## src/pmc_pkg.sv

```systemverilog
// Constants, register map and state codes for the power mode controller
package pmc_pkg;

    // Wishbone geometry
    localparam int ADR_W = 8;
    localparam int DAT_W = 32;
    localparam int SEL_W = 4;

    // Register byte addresses
    localparam logic [7:0] ADR_PLL_CTRL = 8'h00;
    localparam logic [7:0] ADR_WAKE_EN = 8'h04;
    localparam logic [7:0] ADR_REG_CTRL = 8'h08;
    localparam logic [7:0] ADR_MODE_CMD = 8'h0C;
    localparam logic [7:0] ADR_STATUS = 8'h10;

    // PLL control fields
    localparam int PLL_BYPASS_BIT = 0;
    localparam int PLL_OFF_BIT = 1;
    localparam int PLL_CTRL_W = 2;
    localparam logic [1:0] PLL_CTRL_RST = 2'h0;

    // Sleep wakeup enables
    localparam int WAKE_W = 8;
    localparam logic [7:0] WAKE_EN_RST = 8'h00;

    // Regulator control: voltage code in low byte, hibernate wake enables above
    localparam int VOLT_W = 8;
    localparam int VOLT_LSB = 0;
    localparam int HWAKE_W = 7;
    localparam int HWAKE_LSB = 8;
    localparam int VOLT_STEP_MV = 50;
    localparam logic [7:0] VOLT_RST = 8'h14;
    localparam logic [6:0] HWAKE_RST = 7'h7F;
    localparam logic [7:0] VOLT_ZERO = 8'h00;

    // Hibernate wake source positions
    localparam int HW_CAN = 0;
    localparam int HW_MEDIA = 1;
    localparam int HW_KEYPAD = 2;
    localparam int HW_COUNTER = 3;
    localparam int HW_USB = 4;
    localparam int HW_GPIO = 5;
    localparam int HW_RTC = 6;

    // Status fields
    localparam int STAT_STATE_LSB = 0;
    localparam int STAT_PLL_EN_BIT = 4;
    localparam int STAT_REG_ON_BIT = 5;

    // Regulator settle time before the reset sequence starts
    localparam int CLK_PERIOD_NS = 40;
    localparam int REG_SETTLE_NS = 10000;
    localparam int REG_SETTLE_CYC = (REG_SETTLE_NS + CLK_PERIOD_NS - 1) / CLK_PERIOD_NS;
    localparam int CNT_W = 16;

    typedef enum logic [2:0] {
        ST_FULL_ON = 3'h0,
        ST_ACTIVE = 3'h1,
        ST_SLEEP = 3'h2,
        ST_DEEP = 3'h3,
        ST_HIBERNATE = 3'h4,
        ST_WAKE_RST = 3'h5
    } pmc_state_e;

endpackage

```

## src/pmc_reg_if.sv

```systemverilog
// Interface between the controller core and its register store
`timescale 1ns/1ps
interface pmc_reg_if;
    import pmc_pkg::*;

    logic we;
    logic [ADR_W-1:0] addr;
    logic [DAT_W-1:0] wdata;
    logic [SEL_W-1:0] sel;
    logic lose;
    logic [DAT_W-1:0] status;
    logic [DAT_W-1:0] rdata;
    logic bypass;
    logic pll_off;
    logic [WAKE_W-1:0] wake_en;
    logic [VOLT_W-1:0] volt;
    logic [HWAKE_W-1:0] hwake_en;

    modport core (output we, addr, wdata, sel, lose, status,
                  input rdata, bypass, pll_off, wake_en, volt, hwake_en);
    modport store (input we, addr, wdata, sel, lose, status,
                   output rdata, bypass, pll_off, wake_en, volt, hwake_en);
endinterface

```

## src/pmc_top.sv

```systemverilog
// Power mode controller: mode state machine, clock and supply control, bus slave
`timescale 1ns/1ps
module pmc_top
    import pmc_pkg::*;
#(
    parameter int SETTLE_CYC = REG_SETTLE_CYC
)
(
    // Clock and reset
    input wire logic CLK,
    input wire logic RST_B,
    // Wishbone slave
    input wire logic WB_CYC_I,
    input wire logic WB_STB_I,
    input wire logic WB_WE_I,
    input wire logic [pmc_pkg::ADR_W-1:0] WB_ADR_I,
    input wire logic [pmc_pkg::DAT_W-1:0] WB_DAT_I,
    input wire logic [pmc_pkg::SEL_W-1:0] WB_SEL_I,
    output logic [pmc_pkg::DAT_W-1:0] WB_DAT_O,
    output logic WB_ACK_O,
    // Wake sources
    input wire logic [pmc_pkg::WAKE_W-1:0] WAKE_EVT,
    input wire logic RTC_IRQ,
    input wire logic [pmc_pkg::HWAKE_W-1:0] HIB_WAKE,
    input wire logic RESET_PIN,
    // Clock, PLL and supply control
    output logic CORE_CLK_EN,
    output logic SYS_CLK_EN,
    output logic PLL_EN,
    output logic PLL_BYPASS,
    output logic REG_ON,
    output logic [pmc_pkg::VOLT_W-1:0] CORE_VOLT,
    // System gating
    output logic DMA_L1_EN,
    output logic ASYNC_BLOCK,
    output logic PIN_HIZ,
    output logic HW_RESET,
    output logic [2:0] MODE
);
    import pmc_pkg::*;

    pmc_reg_if rif();

    pmc_regs u_regs (
        .clk (CLK),
        .rst_b (RST_B),
        .rif (rif)
    );

    ////////////////////////////////////////////////////////////////////////////
    // Wishbone slave

    logic ack_q, ack_d;
    logic cmd_q, cmd_d;
    logic [2:0] cmd_code_q, cmd_code_d;
    logic take;

    // Request taken one edge after it appears; ack drops the cycle after
    assign take = WB_CYC_I && WB_STB_I && !ack_q;

    always_comb
    begin
        ack_d = take;
        cmd_d = take && WB_WE_I && (WB_ADR_I == ADR_MODE_CMD) && WB_SEL_I[0];
        cmd_code_d = cmd_d ? WB_DAT_I[2:0] : cmd_code_q;
    end

    always_ff @(posedge CLK or negedge RST_B)
    begin
        if (!RST_B)
        begin
            ack_q <= 1'b0;
            cmd_q <= 1'b0;
            cmd_code_q <= ST_FULL_ON;
        end
        else
        begin
            ack_q <= ack_d;
            cmd_q <= cmd_d;
            cmd_code_q <= cmd_code_d;
        end
    end

    assign WB_ACK_O = ack_q;
    assign WB_DAT_O = rif.rdata;
    assign rif.we = take && WB_WE_I;
    assign rif.addr = WB_ADR_I;
    assign rif.wdata = WB_DAT_I;
    assign rif.sel = WB_SEL_I;

    ////////////////////////////////////////////////////////////////////////////
    // Mode state machine

    pmc_state_e state_q, state_d;
    logic [CNT_W-1:0] cnt_q, cnt_d;
    logic sleep_wake, hib_wake;
    logic core_d, sys_d, pllen_d, byp_d, regon_d, dma_d, blk_d, hiz_d, hwrst_d;
    logic [VOLT_W-1:0] volt_d;

    assign sleep_wake = |(WAKE_EVT & rif.wake_en);
    // Reset pin always wakes hibernate, other sources only when enabled
    assign hib_wake = |(HIB_WAKE & rif.hwake_en) || RESET_PIN;

    always_comb
    begin
        state_d = state_q;
        cnt_d = cnt_q;
        hwrst_d = 1'b0;
        unique case (state_q)
            ST_FULL_ON, ST_ACTIVE:
            begin
                if (RESET_PIN)
                begin
                    state_d = ST_FULL_ON;
                    hwrst_d = 1'b1;
                end
                else if (cmd_q)
                begin
                    // Full-on and sleep assume the PLL was re-enabled first
                    unique case (cmd_code_q)
                        ST_FULL_ON: state_d = ST_FULL_ON;
                        ST_ACTIVE: state_d = ST_ACTIVE;
                        ST_SLEEP: state_d = ST_SLEEP;
                        ST_DEEP: state_d = ST_DEEP;
                        ST_HIBERNATE: state_d = ST_HIBERNATE;
                        default: state_d = state_q;
                    endcase
                end
            end
            ST_SLEEP:
            begin
                if (RESET_PIN)
                begin
                    state_d = ST_FULL_ON;
                    hwrst_d = 1'b1;
                end
                else if (sleep_wake)
                    state_d = rif.bypass ? ST_ACTIVE : ST_FULL_ON;
            end
            ST_DEEP:
            begin
                if (RESET_PIN)
                begin
                    state_d = ST_FULL_ON;
                    hwrst_d = 1'b1;
                end
                else if (RTC_IRQ)
                    state_d = ST_ACTIVE;
            end
            ST_HIBERNATE:
            begin
                if (hib_wake)
                begin
                    state_d = ST_WAKE_RST;
                    cnt_d = '0;
                end
            end
            ST_WAKE_RST:
            begin
                // Regulator ramps before the reset sequence starts
                if (cnt_q == CNT_W'(SETTLE_CYC - 1))
                begin
                    state_d = ST_FULL_ON;
                    hwrst_d = 1'b1;
                end
                else
                    cnt_d = cnt_q + 1'b1;
            end
            default: state_d = ST_FULL_ON;
        endcase
    end

    // Outputs decoded from the next state so they register in step with it
    always_comb
    begin
        core_d = 1'b0;
        sys_d = 1'b0;
        pllen_d = 1'b0;
        byp_d = 1'b0;
        regon_d = 1'b1;
        dma_d = 1'b0;
        blk_d = 1'b0;
        hiz_d = 1'b0;
        volt_d = rif.volt;
        unique case (state_d)
            ST_FULL_ON:
            begin
                core_d = 1'b1;
                sys_d = 1'b1;
                pllen_d = 1'b1;
                dma_d = 1'b1;
            end
            ST_ACTIVE:
            begin
                core_d = 1'b1;
                sys_d = 1'b1;
                byp_d = 1'b1;
                pllen_d = !rif.pll_off;
                dma_d = 1'b1;
            end
            ST_SLEEP:
            begin
                sys_d = 1'b1;
                pllen_d = 1'b1;
                dma_d = 1'b0;
            end
            ST_DEEP:
                blk_d = 1'b1;
            ST_HIBERNATE:
            begin
                blk_d = 1'b1;
                regon_d = 1'b0;
                volt_d = VOLT_ZERO;
                hiz_d = 1'b1;
            end
            ST_WAKE_RST:
                blk_d = 1'b1;
            default: ;
        endcase
    end

    always_ff @(posedge CLK or negedge RST_B)
    begin
        if (!RST_B)
        begin
            state_q <= ST_FULL_ON;
            cnt_q <= '0;
            CORE_CLK_EN <= 1'b1;
            SYS_CLK_EN <= 1'b1;
            PLL_EN <= 1'b1;
            PLL_BYPASS <= 1'b0;
            REG_ON <= 1'b1;
            CORE_VOLT <= VOLT_RST;
            DMA_L1_EN <= 1'b1;
            ASYNC_BLOCK <= 1'b0;
            PIN_HIZ <= 1'b0;
            HW_RESET <= 1'b0;
            MODE <= ST_FULL_ON;
        end
        else
        begin
            state_q <= state_d;
            cnt_q <= cnt_d;
            CORE_CLK_EN <= core_d;
            SYS_CLK_EN <= sys_d;
            PLL_EN <= pllen_d;
            PLL_BYPASS <= byp_d;
            REG_ON <= regon_d;
            CORE_VOLT <= volt_d;
            DMA_L1_EN <= dma_d;
            ASYNC_BLOCK <= blk_d;
            PIN_HIZ <= hiz_d;
            HW_RESET <= hwrst_d;
            MODE <= state_d;
        end
    end

    // Entering hibernate drops the volatile registers
    assign rif.lose = (state_q == ST_HIBERNATE);

    always_comb
    begin
        rif.status = '0;
        rif.status[STAT_STATE_LSB +: 3] = state_q;
        rif.status[STAT_PLL_EN_BIT] = PLL_EN;
        rif.status[STAT_REG_ON_BIT] = REG_ON;
    end
endmodule

```

## src/pmc_regs.sv

```systemverilog
// Software register store with registered read data
`timescale 1ns/1ps
module pmc_regs
    import pmc_pkg::*;
(
    // Clock and reset
    input wire logic clk,
    input wire logic rst_b,
    // Core side
    pmc_reg_if.store rif
);

    logic [PLL_CTRL_W-1:0] pll_q, pll_d;
    logic [WAKE_W-1:0] wake_q, wake_d;
    logic [VOLT_W-1:0] volt_q, volt_d;
    logic [HWAKE_W-1:0] hwake_q, hwake_d;
    logic [DAT_W-1:0] rdata_q, rdata_d;
    logic [DAT_W-1:0] merged;

    function automatic logic [DAT_W-1:0] lane_merge(input logic [DAT_W-1:0] old_v,
                                                    input logic [DAT_W-1:0] new_v,
                                                    input logic [SEL_W-1:0] sel);
        logic [DAT_W-1:0] res;
        res = old_v;
        for (int i = 0; i < SEL_W; i++)
        begin
            if (sel[i])
                res[i*8 +: 8] = new_v[i*8 +: 8];
        end
        return res;
    endfunction

    always_comb
    begin
        pll_d = pll_q;
        wake_d = wake_q;
        volt_d = volt_q;
        hwake_d = hwake_q;
        rdata_d = '0;
        merged = '0;
        unique case (rif.addr)
            ADR_PLL_CTRL: rdata_d[PLL_CTRL_W-1:0] = pll_q;
            ADR_WAKE_EN: rdata_d[WAKE_W-1:0] = wake_q;
            ADR_REG_CTRL:
            begin
                rdata_d[VOLT_LSB +: VOLT_W] = volt_q;
                rdata_d[HWAKE_LSB +: HWAKE_W] = hwake_q;
            end
            ADR_STATUS: rdata_d = rif.status;
            default: rdata_d = '0;
        endcase
        if (rif.we)
        begin
            unique case (rif.addr)
                ADR_PLL_CTRL:
                begin
                    merged = lane_merge({{(DAT_W-PLL_CTRL_W){1'b0}}, pll_q}, rif.wdata, rif.sel);
                    pll_d = merged[PLL_CTRL_W-1:0];
                end
                ADR_WAKE_EN:
                begin
                    merged = lane_merge({{(DAT_W-WAKE_W){1'b0}}, wake_q}, rif.wdata, rif.sel);
                    wake_d = merged[WAKE_W-1:0];
                end
                ADR_REG_CTRL:
                begin
                    merged = lane_merge({{(DAT_W-HWAKE_LSB-HWAKE_W){1'b0}}, hwake_q, volt_q},
                                        rif.wdata, rif.sel);
                    volt_d = merged[VOLT_LSB +: VOLT_W];
                    hwake_d = merged[HWAKE_LSB +: HWAKE_W];
                end
                default: ;
            endcase
        end
        // Core power loss wipes all but regulator control
        if (rif.lose)
        begin
            pll_d = PLL_CTRL_RST;
            wake_d = WAKE_EN_RST;
        end
    end

    always_ff @(posedge clk or negedge rst_b)
    begin
        if (!rst_b)
        begin
            pll_q <= PLL_CTRL_RST;
            wake_q <= WAKE_EN_RST;
            volt_q <= VOLT_RST;
            hwake_q <= HWAKE_RST;
            rdata_q <= '0;
        end
        else
        begin
            pll_q <= pll_d;
            wake_q <= wake_d;
            volt_q <= volt_d;
            hwake_q <= hwake_d;
            rdata_q <= rdata_d;
        end
    end

    assign rif.rdata = rdata_q;
    assign rif.bypass = pll_q[PLL_BYPASS_BIT];
    assign rif.pll_off = pll_q[PLL_OFF_BIT];
    assign rif.wake_en = wake_q;
    assign rif.volt = volt_q;
    assign rif.hwake_en = hwake_q;

endmodule

```

## config.mk

```make
export PLATFORM = sky130hd
export DESIGN_NAME = pmc_top
export DESIGN_NICKNAME = d
export VERILOG_FILES = /design/src/pmc_pkg.sv /design/src/pmc_reg_if.sv /design/src/pmc_top.sv /design/src/pmc_regs.sv
export SDC_FILE = /design/constraint.sdc
export NUM_CORES = 1
export LEC_CHECK = 0
export BUFFER_PORTS_ARGS = -buffer_cell sky130_fd_sc_hd__buf_4
export CAP_MARGIN = 20
export CORE_AREA = 2 2 98 100
export DETAILED_ROUTE_END_ITERATION = 6
export DIE_AREA = 0 0 100 102
export PLACE_DENSITY = 0.81
export REMOVE_ABC_BUFFERS = 1
export SETUP_SLACK_MARGIN = 0.15
export SLEW_MARGIN = 20
export SYNTH_ARGS = -nofsm -noshare
export SYNTH_HDL_FRONTEND = slang
export SYNTH_HIERARCHICAL = 1
export SYNTH_SLANG_ARGS = --single-unit
```

## constraint.sdc

```tcl
create_clock -name CLK -period 2.35 [get_ports CLK]
set_clock_uncertainty 0.2 [all_clocks]
set_input_delay 0 -clock CLK [delete_from_list [all_inputs] [get_ports CLK]]
set_output_delay 0 -clock CLK [all_outputs]
set_load 0.005 [all_outputs]
```

==> results of run 1 <==
==> registers in the layout, summed over array words and instances (netlist names), 2 cells and up <==
register             cells
u_regs/rif.volt          8
u_regs/rif.hwake_en      7
CORE_VOLT                8
u_regs/rif.rdata        32
cnt_q                   16
state_q                  3
cmd_code_q               3
u_regs/rif.wake_en       8
u_regs/pll_q             2
==> timing repair <==
item                       CTS  global route
setup endpoints to repair   10            14
pin swaps                   11             0
hold endpoints to repair   132             0
gates cloned                 1             0
gates resized for setup      8             4
buffers inserted             2             2
hold buffers                33             0
==> final timing paths <==
| kind | cells after the start | slack, ns | to | start |
|---|---|---|---|---|
| worst max-delay path | 7 | 0.09 | CORE_VOLT[1]$_DFF_PN0_ | cnt_q[1]$_DFFE_PN0P_ |
| worst min-delay path | 2 | 0.007 | u_regs/rif.rdata[13]$_DFF_PN0_ | RST_B |
| worst max register to register | 7 | 0.09 | CORE_VOLT[1]$_DFF_PN0_ | cnt_q[1]$_DFFE_PN0P_ |
| worst min register to register | 1 | 0.27 | WB_ACK_O$_DFF_PN0_ | WB_ACK_O$_DFF_PN0_ |
| max in group asynchronous | 3 | 1.21 | CORE_VOLT[4]$_DFF_PN1_ | RST_B |
| min in group CLK | 3 | 0.16 | u_regs/rif.hwake_en[2]$_DFFE_PN1P_ | WB_SEL_I[1] |
==> kinds of logic (layout without fill, tap and decap cells) <==
group | count (synthesis) | in the layout | synth area share [%]
adders and majority gates | 2 | 2 | 0.5854
other | 1 | 27 | 0.08774
AOI/OAI and AO/OA | 39 | 39 | 7.612
buffers and inverters | 18 | 180 | 2.371
xor gates and xnor gates | 13 | 13 | 2.664
DFF | 97 | 97 | 57.23
and+or+nand+nor | 138 | 139 | 21.90
muxes | 30 | 30 | 7.553
==> stage by stage <==
stage	setup TNS (ns)	utilization (%)
detailed placement	-0.4092	58.85
global placement	0	58.85
CTS	0	65.34
finish	0	65.52
floorplan	0	-
global route	0	65.52
==> layout make-up <==
| type | instances | area (um^2) |
|---|---|---|
| repair buffers | 158 | 1286 |
| clock buffers | 9 | 123.9 |
| multi-input cells | 250 | 1867 |
| flip-flops and latches | 97 | 2446 |
| clock inverters | 7 | 83.83 |
| well taps | 111 | 138.9 |
| fillers | 688 | 3141 |
| inverters | 6 | 22.52 |
==> placed cells by master, fill, tap and decap left out, types with 3 or more instances in the layout <==
cell	netlist	routed
a21oi_1	4	4
a221o_1	8	8
a22o_1	7	7
a22oi_1	7	7
and2_1	19	19
and2_4	8	8
and4_1	11	11
buf_4	6	123
clkbuf_8	0	9
conb_1	1	27
dfrtp_1	82	82
dfstp_2	15	15
dlygate4sd3_1	0	32
inv_1	6	3
inv_2	0	3
inv_6	0	3
mux2_2	17	17
mux2i_1	12	12
nand2_1	11	11
nand2b_1	19	19
nand3_1	6	6
nand3b_1	4	4
nand4_1	7	7
nor2_1	20	19
nor3_1	6	6
o21ai_0	4	4
xnor2_1	3	3
xor2_1	10	10
==> synth_stat cells (2+ instances only) <==
| library cell | count |
|---|---|
| dfrtp_1 | 82 |
| nor2_1 | 20 |
| and2_1 | 19 |
| nand2b_1 | 19 |
| mux2_2 | 17 |
| dfstp_2 | 15 |
| mux2i_1 | 12 |
| and4_1 | 11 |
| nand2_1 | 11 |
| xor2_1 | 10 |
| a221o_1 | 8 |
| and2_4 | 8 |
| a22o_1 | 7 |
| a22oi_1 | 7 |
| nand4_1 | 7 |
| buf_4 | 6 |
| inv_1 | 6 |
| nand3_1 | 6 |
| nor3_1 | 6 |
| a21oi_1 | 4 |
| nand3b_1 | 4 |
| o21ai_0 | 4 |
| buf_2 | 3 |
| xnor2_1 | 3 |
| a41oi_1 | 2 |
| and3_1 | 2 |
| clkbuf_1 | 2 |
| ha_1 | 2 |
| nor2b_1 | 2 |
| nor3b_1 | 2 |
| nor4_4 | 2 |
| nor4b_4 | 2 |
| o22ai_1 | 2 |
| or3_1 | 2 |
==> metal layers <==
metal / GRT usage, % / wire (um)
met5: 0 / 0
met1: 25.95 / 4328
met3: 2.257 / 428
met4: 9.378 / 240
met2: 36.85 / 5223
==> power by group through the flow <==
| stage | registers [mW] | logic, mW | clock network [mW] |
|---|---|---|---|
| floorplan | 1.89 | 0.246 | 0 |
| global placement | 1.87 | 0.620 | 0 |
| detailed placement | 1.87 | 0.637 | 0 |
| CTS | 1.85 | 0.742 | 1.17 |
| global route | 1.86 | 0.824 | 1.24 |
| finish | 1.85 | 0.767 | 1.14 |
==> worst max-delay path: stages, from the launching register on <==
cell,delay (ns)
dfrtp_1,0.40
inv_2,0.09
ha_4,0.12
nor3b_4,0.23
a41oi_4,0.13
or2_4,0.28
or4b_4,0.54
and2_4,0.16
==> results.yml, run 1 <==
run_status:
  outcome: "finished clean"
power:
  pwr-share-seq_pct: 49.2
  switching_share_pct: 28.22
  p_per_area_nw_per_um2: 629.1
  p_sw_mw: 1.059
  power_mw: 3.755
  p_clk_share_pct: 30.3
  p_comb_share_pct: 20.4
  peakVddDrop_v: 0.0003283
  internal_power_mw: 2.695
  leakage_nw: 2.945
finish:
  fin_cells: 638
  area_growth_pct: 39.64
  fin_nets: 590
  drive_gt1_share_pct: 38.90
  final_cell_area_um2: 5968
  antenna_cells: 0
sta:
  worst_pin_slew_ns: 0.6476
  rsz0062_at_grt: "true"
  period_share_pct: 96.23
  whs_ns: 0.007427
  relSlewSlack_pct: 56.83
  setup_ws_ns: 0.08858
  setup_viol: 0
  fmax_ghz: 0.4422
  slew_viol_final: 0
  report.final.hold_viol_count: 0
  finalCriticalPeriod_ns: 2.261
floorplanning:
  dieArea_um2: 10200
  initial_core_util_pct: 46.92
  ios: 119
  die_w_um: 100
  coreArea_um2: 9109
  placementRows: 35
  die_h_um: 102
global_route:
  grt_max_degree: 53
  overflow: 0
  grt_pass1_vias: 3343
  antenna_found_initial: 0
  grt_pass1_wl_um: 16300
  grtUsageTotal_pct: 20.82
clock_tree:
  clockBufferDepth: 2
  htreeDepth: 3
  clkTransAtPathRegs_ns: 0.10
  cts_buffers: 9
  cts_root_buffer: "clkbuf_8"
  cts.sinks: 97
  clock_latency_ns: 0.36
  cts_tree: "built"
routing:
  vias: 3258
  drt_pre_antenna_iters: 4
  ant_nets: 0
  wire_per_inst_um: 16.02
  vias_per_cell: 5.107
  totalWireLength_um: 10220
  drc: 0
  drt_iter0_markers: 106
yosys:
  synth_area_leaders: "dfrtp_1 48%, dfstp_2 9.2%, mux2_2 4.5%"
  syn_avg_cell_area_um2: 12.65
  synth-main-ff-cell: "dfrtp_1"
  postSynthCellCount: 338
  ys_async_sr_fraction_pct: 100.0
  synth-seq-cells: 97
  synth-seq-area-share_pct: 57.23
  synth_edf_count: 0
  yosysWarnings: 6
  yosysTopAreaCellShare_pct: 48.01
  synth_area_leader_cell: "dfrtp_1"
  syn-cell-area_um2: 4274
  ys_types: 57
min_path:
  min_path_type: "primary input to asynchronous set/reset pin"
placed_design:
  port_buffers: 99
  placed_area_um2: 5360
  gp_congestion: 0.8876
  hpwl_um: 6989
  dp_cells: 585
  dp_slack_ns: -0.06272
critical_path:
  cp.arrival_ns: 2.32
  start_kind: "flip-flop"
  end_kind: "flip-flop"
  worst-path-max-fanout: 5
  crit_type: "flip-flop to flip-flop"
  required_ns: 2.41
run:
  max_cap_viol_count: 0
(Power assumes the default switching activity.)
==> run 2, diff against run 1 <==
--- a/config.mk
+++ b/config.mk
@@ -7,14 +7,13 @@
 export LEC_CHECK = 0
 export BUFFER_PORTS_ARGS = -buffer_cell sky130_fd_sc_hd__buf_4
 export CAP_MARGIN = 20
-export CORE_AREA = 2 2 98 100
+export CORE_AREA = 2 2 93 95
 export DETAILED_ROUTE_END_ITERATION = 6
-export DIE_AREA = 0 0 100 102
-export PLACE_DENSITY = 0.81
+export DIE_AREA = 0 0 95 97
+export PLACE_DENSITY = 0.8
 export REMOVE_ABC_BUFFERS = 1
 export SETUP_SLACK_MARGIN = 0.15
 export SLEW_MARGIN = 20
 export SYNTH_ARGS = -nofsm -noshare
 export SYNTH_HDL_FRONTEND = slang
-export SYNTH_HIERARCHICAL = 1
 export SYNTH_SLANG_ARGS = --single-unit
==> constraint.sdc (replaced) <==
create_clock -name CLK -period 2.35 [get_ports CLK]
set_clock_uncertainty 0.2 [all_clocks]
set_input_delay 0.1175 -clock CLK [delete_from_list [all_inputs] [get_ports CLK]]
set_output_delay 0.1175 -clock CLK [all_outputs]
set_load 0.005 [all_outputs]
==> run 2 against run 1 <==
  * Synthesized area decreased by 14%
  * Critical path depth is the same
  * Count of clock-buffer cells in the layout rose by 1
  * Non-clock buffer count fell by 30
  * Synthesized cell count down 11%
  * Global-route usage decreased by 1.2 points
  * Sequential power down 15%
  * Worst hold slack better by 0.011 ns
==> results.yml, run 2 <==
critical_path:
  crit_chain: "ha_1 > and4bb_2 > a41oi_4 > nor2_4 > buf_4 > or3_1 > a21oi_1"
  cp.arrival_ns: 2.22
  end_kind: "flip-flop"
  crit_type: "flip-flop to flip-flop"
  worst-path-max-fanout: 6
  start_kind: "flip-flop"
  required_ns: 2.42
  cpPeakStageDelay_ns: 0.45
  crit_slowest_cell: "dfrtp_1"
floorplanning:
  initial_core_util_pct: 45.18
  ios: 119
  die_w_um: 95
  placementRows: 33
  die_h_um: 97
  coreArea_um2: 8134
  dieArea_um2: 9215
global_route:
  grt_pass1_wl_um: 13990
  grtUsageTotal_pct: 19.63
  overflow: 0
  grt_pass1_vias: 2820
  grt_max_degree: 44
  antenna_found_initial: 0
sta:
  report.final.hold_viol_count: 0
  rsz0062_at_grt: "true"
  finalCriticalPeriod_ns: 2.149
  setup_viol: 0
  whs_ns: 0.01839
  period_share_pct: 91.45
  relSlewSlack_pct: 50.87
  fmax_ghz: 0.4653
  worst_pin_slew_ns: 0.7369
  setup_tns_ns: 0
  slew_viol_final: 0
clock_tree:
  cts_tree: "built"
  clock_latency_ns: 0.35
  cts.sinks: 80
  clkTransAtPathRegs_ns: 0.08
  clockBufferDepth: 2
  cts_root_buffer: "clkbuf_8"
  htreeDepth: 3
  cts_buffers: 9
routing:
  wl_met3_um: 462
  wl_met1_um: 3522
  totalWireLength_um: 8830
  drt_pre_antenna_iters: 5
  vias_per_cell: 5.202
  drc: 0
  wire_per_inst_um: 16.38
  ant_nets: 0
  drt_iter0_markers: 112
  route.met2.wl_um: 4717
  vias: 2804
  dr.max_layer_used: "met4"
placed_design:
  dp_cells: 495
  placed_area_um2: 4436
  gp_congestion: 0.8157
  hpwl_um: 5889
  port_buffers: 82
yosys:
  synth_edf_count: 0
  ys_types: 61
  synth-seq-area-share_pct: 54.99
  synth_area_leaders: "dfrtp_1 44%, dfstp_2 11%, buf_4 3.9%"
  synth_area_leader_cell: "dfrtp_1"
  yosysTopAreaCellShare_pct: 44.26
  syn_avg_cell_area_um2: 12.17
  ys_async_sr_fraction_pct: 100.0
  postSynthCellCount: 302
  synth_most_common_cell: "dfrtp_1"
  synthTopCellsByCount: "65 x dfrtp_1, 19 x buf_4, 16 x nand2_1, 16 x nor2_1, 15 x dfstp_2"
  yosysWarnings: 0
  syn-cell-area_um2: 3675
  synth-seq-cells: 80
  synth-main-ff-cell: "dfrtp_1"
finish:
  layout_common_cells: "100 x buf_4, 65 x dfrtp_1, 26 x dlygate4sd3_1, 17 x conb_1"
  fin_cells: 539
  final_cell_area_um2: 4979
  fin_util_pct: 61.21
  drive_gt1_share_pct: 39.40
  layout_commonest_cell: "buf_4"
  largest_reg_flops: 16
  fin_nets: 497
  antenna_cells: 0
  largest-register: "cnt_q"
  area_growth_pct: 35.48
power:
  leakage_nw: 2.427
  peakVddDrop_v: 0.0003511
  p_per_area_nw_per_um2: 695.3
run_status:
  outcome: "finished clean"
min_path:
  min_path_type: "primary input to flip-flop"
run:
  max_cap_viol_count: 0
## run 2: final timing paths
check | startpoint | endpoint | slack, ns | cells after the start
min reg2reg | u_regs.rif.volt[4]$_DFFE_PN1P_ | CORE_VOLT[4]$_DFF_PN1_ | 0.29 | 1
min in group asynchronous | RST_B | u_regs.rif.rdata[6]$_DFF_PN0_ | 0.07 | 2
max in group asynchronous | RST_B | u_regs.rif.hwake_en[6]$_DFFE_PN1P_ | 1.22 | 3
max reg2reg | cnt_q[0]$_DFFE_PN0P_ | cnt_q[10]$_DFFE_PN0P_ | 0.20 | 7
min | WAKE_EVT[2] | state_q[1]$_DFF_PN0_ | 0.02 | 4
max | cnt_q[0]$_DFFE_PN0P_ | cnt_q[10]$_DFFE_PN0P_ | 0.20 | 7
## run 2: area by class of cell
class	instances	area [um^2]
Fill cell	631	3156
Clock inverter	6	116.4
Sequential cell	80	2021
Multi-Input combinational cell	199	1490
Clock buffer	10	127.6
Inverter	11	41.29
Tap cell	105	131.4
Timing Repair Buffer	128	1051
## run 2: repair_timing
item / 4_1_cts / 5_1_grt
hold endpoints to repair: 105 / 1
endpoints found under the setup margin: 0 / 14
setup buffers: 0 / 2
resized for setup: 0 / 4
hold buffers: 22 / 4
## run 2: layer usage
layer	GRT usage (%)	vias up
li1	-	1309
met1	25.24	1385
met2	32.30	98
met3	3.037	12
met4	9.030	0
met5	0	-
## run 2: per-stage QoR
step	power [mW]	setup slack, ns
2_1_floorplan	1.840	0.1967
3_3_place_gp	2.173	0.2125
3_5_place_dp	2.197	0.1863
4_1_cts	3.446	0.1657
5_1_grt	3.631	0.1043
6_report	3.462	0.2010
## run 2: cell families (layout without fill, tap and decap cells)
kind of cell    count (synthesis)  count (layout)  share of synthesized area, %
compound gates                 53              53                         11.71
xor+xnor                       11              11                         2.622
fa+ha+maj                       2               2                        0.6809
buf+inv                        39             155                         6.741
flops                          80              80                         54.99
mux                            18              18                         6.231
other cells                     1              17                        0.1020
simple gates                   98              98                         16.92
## run 2: critical path, delay by kind of cell, from the launching register on
| family | cells | cell delay, ns |
|---|---|---|
| and+or+nand+nor | 3 | 0.66 |
| DFF | 1 | 0.45 |
| AOI/OAI and AO/OA | 2 | 0.40 |
| adders and majority gates | 1 | 0.23 |
| buffers and inverters | 1 | 0.14 |
## run 2: power by group
| part | switching, mW | internal (mW) | leakage, nW | total [mW] |
|---|---|---|---|---|
| Combinational | 0.320 | 0.340 | 1.25 | 0.660 |
| Clock | 0.510 | 0.714 | 0.121 | 1.22 |
| Sequential | 0.0985 | 1.48 | 1.06 | 1.58 |
==> run 3, diff against run 2 <==
--- a/config.mk
+++ b/config.mk
@@ -10,10 +10,10 @@
 export CORE_AREA = 2 2 93 95
 export DETAILED_ROUTE_END_ITERATION = 6
 export DIE_AREA = 0 0 95 97
+export MAX_ROUTING_LAYER = met4
 export PLACE_DENSITY = 0.8
 export REMOVE_ABC_BUFFERS = 1
 export SETUP_SLACK_MARGIN = 0.15
-export SLEW_MARGIN = 20
 export SYNTH_ARGS = -nofsm -noshare
 export SYNTH_HDL_FRONTEND = slang
 export SYNTH_SLANG_ARGS = --single-unit
==> run 3 against run 2 <==
  * Sequential share of layout area is 0.082 points higher
  * Clock power hardly changed
  * Via count is 0.43% higher
  * Combinational power is 2% lower
  * Die area stayed put
  * Largest cell class unchanged
==> results.yml, run 3 (synthesis gave the netlist of run 2 again) <==
power:
  p_comb_share_pct: 18.8
  p_sw_mw: 0.9205
  power_mw: 3.451
  pwr-share-seq_pct: 45.7
  internal_power_mw: 2.531
  peakVddDrop_v: 0.0003494
  p_clk_share_pct: 35.5
  p_per_area_nw_per_um2: 694.6
  switching_share_pct: 26.67
  leakage_nw: 2.426
global_route:
  grtUsageTotal_pct: 20.14
  antenna_found_initial: 0
  grt_pass1_vias: 2822
  grt_pass1_wl_um: 13990
  grt_max_degree: 44
  overflow: 0
sta:
  finalCriticalPeriod_ns: 2.125
  rsz0062_at_grt: "true"
  setup_tns_ns: 0
  slew_viol_final: 0
  report.final.hold_viol_count: 0
  fmax_ghz: 0.4705
  worst_pin_slew_ns: 0.6924
  relSlewSlack_pct: 53.84
  setup_viol: 0
  period_share_pct: 90.43
placed_design:
  dp_cells: 495
  port_buffers: 82
  gp_congestion: 0.8278
  hpwl_um: 5889
clock_tree:
  cts_buffers: 9
  clkTransAtPathRegs_ns: 0.08
  cts_tree: "built"
  clock_latency_ns: 0.35
  htreeDepth: 3
  cts.sinks: 80
  clockBufferDepth: 2
  cts_root_buffer: "clkbuf_8"
finish:
  largest-register: "cnt_q"
  area_growth_pct: 35.21
  fin_nets: 497
  layout_commonest_cell: "buf_4"
  layout_common_cells: "100 x buf_4, 65 x dfrtp_1, 26 x dlygate4sd3_1, 17 x conb_1"
  seq_area_um2: 2021
  multi_input_area_um2: 1480
  antenna_cells: 0
  largest_reg_flops: 16
  fillers: 632
  fin_cells: 539
  drive_gt1_share_pct: 39.40
critical_path:
  ff2ff_setup_slack_ns: 0.22
  cp.arrival_ns: 2.16
  r2r-start: "cnt_q[0]$_DFFE_PN0P_"
  reg2reg_depth: 6
  start_kind: "flip-flop"
  reg2reg_to: "cnt_q[14]$_DFFE_PN0P_"
  worst-path-max-fanout: 10
  end_kind: "flip-flop"
  required_ns: 2.39
  crit_type: "flip-flop to flip-flop"
routing:
  dr.max_layer_used: "met4"
  vias_per_cell: 5.224
  totalWireLength_um: 8766
  wire_per_inst_um: 16.26
  drc: 0
  ant_nets: 0
  vias: 2816
  drt_iter0_markers: 140
  wl_met1_um: 3516
  route.met2.wl_um: 4596
  drt_pre_antenna_iters: 7
  wl_met3_um: 465
run:
  max_cap_viol_count: 0
min_path:
  hold_depth: 4
  hold_end: "state_q[1]$_DFF_PN0_"
  min_path_type: "primary input to flip-flop"
  hold_start: "WAKE_EVT[2]"
floorplanning:
  die_w_um: 95
  die_h_um: 97
  ios: 119
  placementRows: 33
  dieArea_um2: 9215
  coreArea_um2: 8134
  initial_core_util_pct: 45.18
run_status:
  outcome: "finished clean"
run 3: power by group through the flow:
stage	combinational, mW	clock, mW	sequential, mW
finish	0.649	1.22	1.58
global route	0.719	1.31	1.59
detailed placement	0.595	0	1.60
floorplan	0.250	0	1.59
global placement	0.580	0	1.59
CTS	0.627	1.24	1.58
run 3: routing by layer:
metal / GRT usage [%] / vias up
li1: - / 1304
met1: 25.09 / 1379
met2: 32.30 / 114
met3: 3.037 / 19
met4: 9.030 / 0
met5: - / -
run 3: worst max-delay path by stage:
stage | end | startpoint | slack, ns
floorplan | u_regs.rif.volt[0]$_DFFE_PN0P_ | WB_ACK_O$_DFF_PN0_ | 0.20
global placement | CORE_VOLT[7]$_DFF_PN0_ | u_regs.rif.hwake_en[0]$_DFFE_PN1P_ | 0.21
detailed placement | CORE_VOLT[0]$_DFF_PN0_ | u_regs.rif.hwake_en[0]$_DFFE_PN1P_ | 0.19
CTS | CORE_VOLT[7]$_DFF_PN0_ | u_regs.rif.hwake_en[0]$_DFFE_PN1P_ | 0.17
global route | CORE_VOLT[0]$_DFF_PN0_ | u_regs.rif.wake_en[3]$_DFFE_PN0P_ | 0.12
finish | cnt_q[14]$_DFFE_PN0P_ | cnt_q[0]$_DFFE_PN0P_ | 0.22
run 3: what timing repair did:
action,4_1_cts,5_1_grt
hold buffers,22,4
setup endpoints to repair,0,14
gates resized for setup,0,3
buffers inserted,0,2
endpoints found under the hold margin,105,1
run 3: cell type report:
| cell class | instances | area share, % |
|---|---|---|
| clock inverter | 6 | 2.342 |
| clock buffer | 10 | 2.569 |
| inverter | 11 | 0.8310 |
| multi-input combinational | 199 | 29.79 |
| tap | 105 | 2.644 |
| timing repair buffer | 128 | 21.15 |
| sequential | 80 | 40.67 |
run 3: worst max-delay path, stage by stage, from the launching register on:
cell       delay [ns]
dfrtp_1          0.44
ha_1             0.22
and4bb_2         0.25
a41o_2           0.33
a2111oi_2        0.35
xnor2_1          0.17
nor2_1           0.05
run 3: stage by stage:
| stage | setup slack [ns] | util, % | hold WS (ns) | cell area, um^2 |
|---|---|---|---|---|
| 3_5_place_dp | 0.1863 | 54.53 | -0.08328 | 4436 |
| 6_report | 0.2248 | 61.08 | 0.01845 | 4969 |
| 5_1_grt | 0.1231 | 61.08 | 0.008257 | 4969 |
| 4_1_cts | 0.1657 | 60.24 | 0.0008756 | 4900 |
| 3_3_place_gp | 0.2125 | 54.53 | -0.09013 | 4436 |
| 2_1_floorplan | 0.1967 | - | -0.3781 | 3528 |
